## config.mk

```make
export PLATFORM = sky130hd
export DESIGN_NAME = pbw_power_status
export DESIGN_NICKNAME = d
export VERILOG_FILES = /design/src/logic/pbw_pkg.sv /design/src/logic/pbw_power_status.sv /design/src/logic/pbw_hold_timer.sv
export VERILOG_INCLUDE_DIRS = /design/src /design/src/logic
export SDC_FILE = /design/constraint.sdc
export NUM_CORES = 1
export LEC_CHECK = 0
export ABC_AREA = 0
export BUFFER_PORTS_ARGS = -buffer_cell sky130_fd_sc_hd__clkbuf_2
export CAP_MARGIN = 20
export CORE_UTILIZATION = 60
export CTS_BUF_LIST = sky130_fd_sc_hd__clkbuf_4 sky130_fd_sc_hd__clkbuf_8
export DETAILED_ROUTE_END_ITERATION = 10
export MAX_ROUTING_LAYER = met4
export PLACE_DENSITY = 0.85
export SYNTH_ARGS = -nofsm -noshare
export SYNTH_HDL_FRONTEND = slang
export SYNTH_HIERARCHICAL = 1
export SYNTH_SLANG_ARGS = --single-unit
```

## constraint.sdc

```tcl
create_clock -name clk_sys -period 5.4 [get_ports clk_sys]
set_input_delay 0.27 -clock clk_sys [delete_from_list [all_inputs] [get_ports clk_sys]]
set_output_delay 0.27 -clock clk_sys [all_outputs]
set_load 0.005 [all_outputs]
```

## src/logic/pbw_defs.svh

```systemverilog
// Purpose: Offsets, field positions, reset values and timing counts for the
//          power button and alarm status block.
// Assumes: Included by bare name from the two design files, not from the package.
// Notes:   Definitions only.
`ifndef PBW_DEFS_SVH
`define PBW_DEFS_SVH

`define PBW_OFS_ARB         8'h77
`define PBW_OFS_STATUS_ONE  8'h78
`define PBW_OFS_STATUS_TWO  8'h79

`define PBW_ARB_REQ_BIT     0
`define PBW_ARB_GNT_BIT     1
`define PBW_ARB_RESET       8'h02

`define PBW_STS_BUTTON_BIT   0
`define PBW_STS_ALARM_BIT    2
`define PBW_STS_OVERRIDE_BIT 3
`define PBW_STS_WAKE_BIT     7
`define PBW_STS_RESET        8'h00
`define PBW_STATUS_ONE_VALUE 8'h00

`define PBW_HOLD_SECONDS    4
`define PBW_CLK_HZ          50000000
`define PBW_HOLD_CYCLES     (`PBW_HOLD_SECONDS * `PBW_CLK_HZ)

`endif

```

## src/logic/pbw_pkg.sv

```systemverilog
// Purpose: Types shared by the power button and alarm status block.
// Assumes: Offsets and counts live in pbw_defs.svh.
// Notes:   Nothing here is imported; users write pbw_pkg::name.
package pbw_pkg;

	typedef enum logic [0:0] {
		SUPPLY_ON,
		SUPPLY_SOFT_OFF
	} pbw_supply_t;

	// One register access from the host side.
	typedef struct packed {
		logic       write;
		logic       read;
		logic [7:0] addr;
		logic [7:0] data;
	} pbw_reg_req_t;

	// Reset sources other than the main asynchronous reset.
	typedef struct packed {
		logic batteryPor;
		logic standbyPor;
		logic pciReset;
		logic softReset;
	} pbw_resets_t;

endpackage : pbw_pkg

```

## src/logic/pbw_power_status.sv

```systemverilog
// Purpose: Power button and alarm status, wake control and the access
//          arbitration register of the soft power block.
// Assumes: All inputs synchronous to clk_sys; reset pulses are one cycle
//          or longer levels; alarm is a one-cycle event.
// Notes:   The supply-on pin is open drain: enable high pulls it low.
`timescale 1ns/100ps
`include "pbw_defs.svh"

module pbw_power_status #(
	parameter int unsigned HOLD_CYCLES = `PBW_HOLD_CYCLES
) (
	// Clock and reset
	input  wire logic                 clk_sys,
	input  wire logic                 rst,
	input  wire pbw_pkg::pbw_resets_t resets,
	// Register access
	input  wire pbw_pkg::pbw_reg_req_t regReq,
	output logic [7:0]                regRdData,
	// Enables held in the enable and control registers
	input  wire logic                 buttonEventEnable,
	input  wire logic                 alarmEventEnable,
	input  wire logic                 alarmRememberEnable,
	input  wire logic                 wakeStatusEnable,
	input  wire logic                 sleepRequest,
	// Event sources
	input  wire logic                 buttonInputN,
	input  wire logic                 alarmEvent,
	input  wire logic                 standbyPresent,
	input  wire logic                 arbGrant,
	// Pins
	output logic                      pmEventOutN,
	output logic                      supplyOnOut,
	output logic                      supplyOnOe
);

	logic                buttonPressFlag_reg;
	logic                alarmFlag_reg;
	logic                buttonOverrideFlag_reg;
	logic                wakeFlag_reg;
	logic                accessRequest_reg;
	logic                accessGrant_reg;
	logic                sleptBySoftware_reg;
	logic                buttonHeldPrev_reg;
	pbw_pkg::pbw_supply_t supply_reg;
	pbw_pkg::pbw_supply_t supply_next;

	logic buttonHeld;
	logic holdExpired;
	logic writeStatusTwo;
	logic writeArb;
	logic alarmWake;
	logic rememberWake;
	logic buttonWake;
	logic wakeNow;

	assign buttonHeld     = !buttonInputN;
	assign writeStatusTwo = regReq.write
		&& (regReq.addr == `PBW_OFS_STATUS_TWO);
	assign writeArb       = regReq.write && (regReq.addr == `PBW_OFS_ARB);

	pbw_hold_timer #(
		.HOLD_CYCLES (HOLD_CYCLES)
	) holdTimer (
		.clk_sys     (clk_sys),
		.rst         (rst),
		.buttonHeld  (buttonHeld),
		.holdExpired (holdExpired)
	);

	// Button flag: the override clear beats the set, since the same held
	// level would otherwise keep it set at the moment of override.
	always_ff @(posedge clk_sys or posedge rst) begin
		if (rst) begin
			buttonPressFlag_reg <= 1'b0;
		end else if (resets.batteryPor || holdExpired) begin
			buttonPressFlag_reg <= 1'b0;
		end else if (buttonHeld) begin
			buttonPressFlag_reg <= 1'b1;
		end else if (writeStatusTwo
				&& regReq.data[`PBW_STS_BUTTON_BIT]) begin
			buttonPressFlag_reg <= 1'b0;
		end
	end

	// Alarms set the flag with or without standby power present.
	always_ff @(posedge clk_sys or posedge rst) begin
		if (rst) begin
			alarmFlag_reg <= 1'b0;
		end else if (resets.batteryPor) begin
			alarmFlag_reg <= 1'b0;
		end else if (alarmEvent) begin
			alarmFlag_reg <= 1'b1;
		end else if (writeStatusTwo
				&& regReq.data[`PBW_STS_ALARM_BIT]) begin
			alarmFlag_reg <= 1'b0;
		end
	end

	always_ff @(posedge clk_sys or posedge rst) begin
		if (rst) begin
			buttonOverrideFlag_reg <= 1'b0;
		end else if (resets.batteryPor) begin
			buttonOverrideFlag_reg <= 1'b0;
		end else if (holdExpired) begin
			buttonOverrideFlag_reg <= 1'b1;
		end else if (writeStatusTwo
				&& regReq.data[`PBW_STS_OVERRIDE_BIT]) begin
			buttonOverrideFlag_reg <= 1'b0;
		end
	end

	// A wake needs a fresh press: the hold that forced the override is
	// still on the pin and must not turn the supply straight back on.
	always_ff @(posedge clk_sys or posedge rst) begin
		if (rst) begin
			buttonHeldPrev_reg <= 1'b0;
		end else begin
			buttonHeldPrev_reg <= buttonHeld;
		end
	end

	// Wake sources; everything but the button waits for override clear.
	assign buttonWake   = buttonHeld && !buttonHeldPrev_reg;
	assign alarmWake    = alarmEvent && alarmEventEnable
		&& !buttonOverrideFlag_reg;
	assign rememberWake = resets.standbyPor && alarmRememberEnable
		&& (alarmFlag_reg || alarmEvent)
		&& !buttonOverrideFlag_reg;
	assign wakeNow      = buttonWake || alarmWake || rememberWake;

	always_comb begin
		supply_next = supply_reg;
		unique case (supply_reg)
			pbw_pkg::SUPPLY_ON: begin
				if (holdExpired || sleepRequest) begin
					supply_next = pbw_pkg::SUPPLY_SOFT_OFF;
				end
			end
			pbw_pkg::SUPPLY_SOFT_OFF: begin
				if (wakeNow) begin
					supply_next = pbw_pkg::SUPPLY_ON;
				end
			end
		endcase
	end

	// Main reset powers up in soft-off; a wake turns the supply on.
	always_ff @(posedge clk_sys or posedge rst) begin
		if (rst) begin
			supply_reg <= pbw_pkg::SUPPLY_SOFT_OFF;
		end else begin
			supply_reg <= supply_next;
		end
	end

	// Only a software sleep lets the wake status bit record the wake.
	always_ff @(posedge clk_sys or posedge rst) begin
		if (rst) begin
			sleptBySoftware_reg <= 1'b0;
		end else if (supply_reg == pbw_pkg::SUPPLY_ON) begin
			sleptBySoftware_reg <= sleepRequest && !holdExpired;
		end
	end

	always_ff @(posedge clk_sys or posedge rst) begin
		if (rst) begin
			wakeFlag_reg <= 1'b0;
		end else if (resets.batteryPor || resets.standbyPor) begin
			wakeFlag_reg <= 1'b0;
		end else if (supply_reg == pbw_pkg::SUPPLY_SOFT_OFF && wakeNow
				&& sleptBySoftware_reg && wakeStatusEnable) begin
			wakeFlag_reg <= 1'b1;
		end else if (writeStatusTwo
				&& regReq.data[`PBW_STS_WAKE_BIT]) begin
			wakeFlag_reg <= 1'b0;
		end
	end

	// Soft reset clears the request but leaves the grant where it is.
	always_ff @(posedge clk_sys or posedge rst) begin
		if (rst) begin
			accessRequest_reg <= 1'b0;
		end else if (resets.standbyPor || resets.pciReset
				|| resets.softReset) begin
			accessRequest_reg <= 1'b0;
		end else if (writeArb) begin
			accessRequest_reg <= regReq.data[`PBW_ARB_REQ_BIT];
		end
	end

	always_ff @(posedge clk_sys or posedge rst) begin
		if (rst) begin
			accessGrant_reg <= 1'b1;
		end else if (resets.standbyPor || resets.pciReset) begin
			accessGrant_reg <= 1'b1;
		end else begin
			accessGrant_reg <= arbGrant;
		end
	end

	always_ff @(posedge clk_sys or posedge rst) begin
		if (rst) begin
			regRdData <= 8'h00;
		end else begin
			regRdData <= 8'h00;
			if (regReq.read) begin
				unique case (regReq.addr)
					`PBW_OFS_ARB: begin
						regRdData <= {6'h00, accessGrant_reg,
							accessRequest_reg};
					end
					`PBW_OFS_STATUS_ONE: begin
						regRdData <= `PBW_STATUS_ONE_VALUE;
					end
					`PBW_OFS_STATUS_TWO: begin
						regRdData <= {wakeFlag_reg, 3'h0,
							buttonOverrideFlag_reg, alarmFlag_reg,
							1'b0, buttonPressFlag_reg};
					end
					default: begin
						regRdData <= 8'h00;
					end
				endcase
			end
		end
	end

	assign pmEventOutN = !((buttonEventEnable && buttonPressFlag_reg)
		|| (alarmEventEnable && alarmFlag_reg));
	assign supplyOnOut = 1'b0;
	assign supplyOnOe  = (supply_reg == pbw_pkg::SUPPLY_ON);

endmodule : pbw_power_status

```

## src/logic/pbw_hold_timer.sv

```systemverilog
// Purpose: Measures how long the power button has been held.
// Assumes: buttonHeld is synchronous to clk_sys.
// Notes:   Fires once per hold; a release restarts the count.
`timescale 1ns/100ps
`include "pbw_defs.svh"

module pbw_hold_timer #(
	parameter int unsigned HOLD_CYCLES = `PBW_HOLD_CYCLES
) (
	// Clock and reset
	input  wire logic clk_sys,
	input  wire logic rst,
	// Button level and result
	input  wire logic buttonHeld,
	output logic      holdExpired
);

	logic [31:0] count_reg;
	logic        fired_reg;

	// Counting past the limit rather than to it keeps "more than" exact.
	always_ff @(posedge clk_sys or posedge rst) begin
		if (rst) begin
			count_reg <= 32'h0;
		end else if (!buttonHeld) begin
			count_reg <= 32'h0;
		end else if (count_reg <= 32'(HOLD_CYCLES)) begin
			count_reg <= count_reg + 32'h1;
		end
	end

	always_ff @(posedge clk_sys or posedge rst) begin
		if (rst) begin
			fired_reg <= 1'b0;
		end else if (!buttonHeld) begin
			fired_reg <= 1'b0;
		end else if (holdExpired) begin
			fired_reg <= 1'b1;
		end
	end

	assign holdExpired = buttonHeld && !fired_reg
		&& (count_reg > 32'(HOLD_CYCLES));

endmodule : pbw_hold_timer

```

# Word level (Yosys, flattened, before mapping)
# Index checks and enable logic that the tools add are counted.
[op_classes]
n_reduce_logical = 41
bitwise = 1
eq_ne = 3
n_lt_le_gt_ge = 2
n_mux = 24
n_addsub = 1
[op_table]
columns = ["cell", "n"]
rows = [
  ["$mux 32", 2],
  ["$add 32x1->32 const B", 1],
  ["$gt 32x28->1 const B", 1],
  ["$le 32x28->1 const B", 1],
  ["$logic_and 1x1->1", 20],
  ["$mux 1", 19],
  ["$eq 8x7->1 const B", 2],
  ["$pmux 8 s2", 1],
  ["$logic_or 1x1->1", 9],
  ["$reduce_bool 3->1", 3],
  ["$mux 8", 1],
  ["$logic_not 1->1", 6],
  ["$reduce_bool 2->1", 3],
  ["$ne 3x1->1 const B", 1],
  ["$pmux 1 s2", 1],
  ["$not 1->1", 1],
]
[word_totals]
register_bits = 50
in_bits = 33

# Depth between registers and ports, before layout
[depth]
depth_word = 9
depth_mapped = 9

# Cells and area by module
# The synthesis kept the hierarchy.
[by_module_without_submodules]
columns = ["module", "n_inst", "cells_per_inst", "seq_area_each_um2", "area_each_um2"]
rows = [
  ["pbw_hold_timer", 1, 187, 825.8, 1810.5],
  ["pbw_power_status", 1, 68, 352.8, 714.4],
]

# Worst setup path after synthesis
# Ideal clock, no wire load.
[synth_timing]
kind = "register -> register"
startpoint = "reg holdTimer.count_reg[20]"
endpoint = "reg buttonOverrideFlag_reg"
setup_ns = 0.094
path_stages_with_launch = 10
t_required_ns = 5.306
n_path_buf = 2
arrival_time_ns = 2.035
path_slack_ns = 3.271
cell_sequence = "dfrtp_1 > buf_6 > nand4bb_1 > nor4b_2 > o211a_1 > buf_2 > o2bb2ai_2 > nor3_1 > nor3b_1 > a211oi_1"
[synth_via]
elab_chain_cells = 4
elab_cells_between_ends = 5
cone_classes = "1 x order compare; 2 x mux; 2 x reduce/logical"
[synth_lines]
columns = ["item", "line", "text"]
rows = [
  ["from (decl)", "pbw_hold_timer.sv:18", "logic [31:0] count_reg;"],
  ["from (signal assigned)", "pbw_hold_timer.sv:28", "count_reg <= count_reg + 32'h1;"],
  ["$gt 32x28->1 (*)", "pbw_hold_timer.sv:43", "&& (count_reg > 32'(HOLD_CYCLES));"],
  ["$logic_and 1x1->1 (*)", "pbw_hold_timer.sv:43", ""],
  ["via holdExpired", "pbw_power_status.sv:48", "logic holdExpired;"],
  ["$mux 1", "pbw_power_status.sv:104", "end else if (holdExpired) begin"],
  ["$mux 1", "pbw_power_status.sv:102", "end else if (resets.batteryPor) begin"],
  ["to (signal assigned)", "pbw_power_status.sv:101", "buttonOverrideFlag_reg <= 1'b0;"],
  ["to (signal assigned)", "pbw_power_status.sv:103", "buttonOverrideFlag_reg <= 1'b0;"],
  ["to (signal assigned)", "pbw_power_status.sv:105", "buttonOverrideFlag_reg <= 1'b1;"],
  ["to (decl)", "pbw_power_status.sv:38", "logic buttonOverrideFlag_reg;"],
]
# The timed path passes the listed nets; every way through them passes the cells marked *.
# A chain may end at the register's enable or synchronous reset.

# Worst setup path after layout
# Same ends and word-level chain as after synthesis.

==> results.toml <==
[min_path]
min_delay_path_depth = 2
holdCritPathClass = "in2reg"

[final_layout]
fin_nets = 324
drive_gt1_frac = 0.1931
largest_reg_flops = 32
fin_cells = 340
syn2layout_area_growth_pct = 12.69
antenna_cells = 0

[timing]
setup_violations = 0
rsz0062_at_grt = "no"
timing.final.ws_setup_ns = 2.533
finalCritPeriodShare = 0.5310
max_slew.worst_pin.slew_ns = 0.7074
period_needed_ns = 2.867
fmax_mhz = 348.7
final.setup.tns_ns = 0
slew_viol_final = 0
finClkSkew_ns = 0.009414
worst_slew_margin_rel = 0.5279
hold_viol_final = 0

[global_routing]
grt_overflow = 0
use_met2 = 0.4369
grt_use_met1 = 0.3326
grtUsageTotal = 0.2662
antenna_found_initial = 0
use_met3 = 0.05137
grt_pass1_vias = 1906
grt_max_degree = 34
grt.busiest_layer = "met2"
grt_pass1_wl_um = 8631

[critical_path]
crit_type = "reg2reg"
max_stage_delay_ns = 0.61
path_cells = "nand4bb_1 -> nor4b_2 -> o211a_1 -> o2bb2ai_2 -> nor3_1 -> nor3b_1 -> a211oi_1"
timing.critical_path.buf_inv = 0
start_kind = "flip-flop"
critPathMaxFanout = 19
cp-end-kind = "flip-flop"
worstRegToRegCells = 7
slowest_stage = "o211a_1"
required_ns = 5.61
path_delay_family = "simple AND/OR/NAND/NOR gates"
path_depth = 7
cp.arrival_ns = 3.08

[clock_tree]
clock_latency_ns = 0.30
cts_tree = "built"
numCtsBuffers = 5
cts.htree.levels = 2
cts_max_path_buffers = 2
cts-root-buf = "clkbuf_8"
cts.sinks = 47
clk_pin_slew_ns = 0.09
postCtsSetupRepairBufs = 0

[floorplanning]
dieWidth_um = 66.87
core_region_area_um2 = 4029
start_util = 0.6267
dieArea_um2 = 4472
ios = 44
dieHeight_um = 66.87
row_count = 23

[routing]
first_pass_iters = 4
wire_per_inst_um = 15.04
drt-initial-drc-count = 153
drcViolationCount = 0
antenna_left = 0
wl_um = 5113
vias = 1965
viasPerCell = 5.779

[yosys]
synth_top_area_frac = 0.4460
synth-async-reset-ratio = 1.000
post_synth.cell_area_avg_um2 = 9.902
yosysTopAreaCell = "dfrtp_1"
synthCells = 255
synth-edff-count = 0
netlist_area_um2 = 2525
yosys_warnings = 6
synthTopCellsByArea = "dfrtp_1, xnor2_1, nand2_1, nor2_1, mux2i_1"
synth_seq_cells = 47
synth-seq-area-share = 0.4668
ys.flop_type = "dfrtp_1"
ys_types = 53

[pwr]
leakagePower_nw = 1.294
powerDensity_nw_per_um2 = 252.7
vdd_drop_max_mv = 0.1734

[place]
place_inst = 331
io_buffers = 34
place_hpwl_um = 3564
dp_slack_ns = 2.576
gp_congestion = 0.8679

[status]
status = "finished clean"

[run]
drv_cap = 0
[power by group]
group,switching (mW),internal (mW)
sequential,0.00673,0.361
combinational,0.0290,0.0202
clock,0.117,0.185
[placed cells by master (no fill, tap or decap), types with 9 or more instances in the layout]
| cell type | instances |
|---|---|
| clkbuf_2 | 34 |
| dfrtp_1 | 45 |
| inv_1 | 11 |
| nor2_1 | 25 |
| nand4_1 | 9 |
| nor3_1 | 14 |
| nand2_1 | 30 |
| xnor2_1 | 15 |
[cell usage after synthesis, types with 2 or more instances]
cell type  instances
nand2b_1           7
nor2_1            25
and3_1             3
o31ai_1            2
buf_4              4
xnor2_1           15
dfstp_2            2
dfrtp_1           45
nor4b_1            4
inv_1             11
clkbuf_1           4
nand4_1            9
buf_6              2
or3_1              2
nor4_2             2
nand3b_1           4
nor3_1            14
buf_2              2
nor3b_1            5
mux2i_1            7
nor4b_2            2
a211oi_1           3
a21oi_1            7
ha_1               2
and4_1             2
nand3_1            4
o21ai_0            2
and2_1             7
nand2_1           30
nor4_1             4
[worst paths after layout]
path	end	slack (ns)	from
worst max-delay path	buttonOverrideFlag_reg	2.53	holdTimer/count_reg[20]
worst min-delay path	accessGrant_reg	0.16	arbGrant
worst max register to register	buttonOverrideFlag_reg	2.53	holdTimer/count_reg[20]
worst min register to register	sleptBySoftware_reg	0.49	sleptBySoftware_reg
max in group asynchronous	holdTimer/fired_reg	4.49	rst
min in group asynchronous	buttonPressFlag_reg	0.54	rst
[worst register-to-register path, cell delays in order, from the launching register on]
cell       delay (ns)
dfrtp_1          0.49
nand4bb_1        0.26
nor4b_2          0.31
o211a_1          0.61
o2bb2ai_2        0.27
nor3_1           0.50
nor3b_1          0.10
a211oi_1         0.25
[per-stage QoR]
step,hold slack [ns],total power [mW],util,area [µm²]
2_1_floorplan,0.1578,0.4046,-,2536
3_3_place_gp,0.3169,0.4225,0.6699,2699
3_5_place_dp,0.3224,0.4239,0.6699,2699
4_1_cts,0.1498,0.7263,0.7062,2845
5_1_grt,0.1719,0.7480,0.7062,2845
6_report,0.1589,0.7189,0.7062,2845
[logic make-up after synthesis]
| family | synth area share |
|---|---|
| simple gates | 0.3102 |
| flops | 0.4668 |
| compound gates | 0.08474 |
| buf+inv | 0.04707 |
| xor+xnor | 0.05203 |
| mux | 0.02775 |
| fa+ha+maj | 0.009909 |
| other cells | 0.001485 |
[area by class of cell]
type                    count  area [µm²]
repair buffers             36       187.7
clock inverters             3       67.56
clock buffers               5       68.82
multi-input cells         188        1239
flip-flops and latches     47        1179
inverters                  11       41.29
well taps                  50       62.56
fillers                   309        1184
[per-layer routing]
metal | routed length (µm) | vias up
met5 | 0 | -
met4 | 35 | 0
met3 | 182 | 2
met2 | 2642 | 47
met1 | 2253 | 949
li1 | - | 967
[timing repair]
| item | 4_1_cts | 5_1_grt |
|---|---|---|
| hold buffers | 1 | 0 |
| setup endpoints to repair | 0 | 0 |
| resized for setup | 0 | 0 |
| endpoints found under the hold margin | 6 | 0 |
Note: power is estimated with default switching activity, not from simulation.
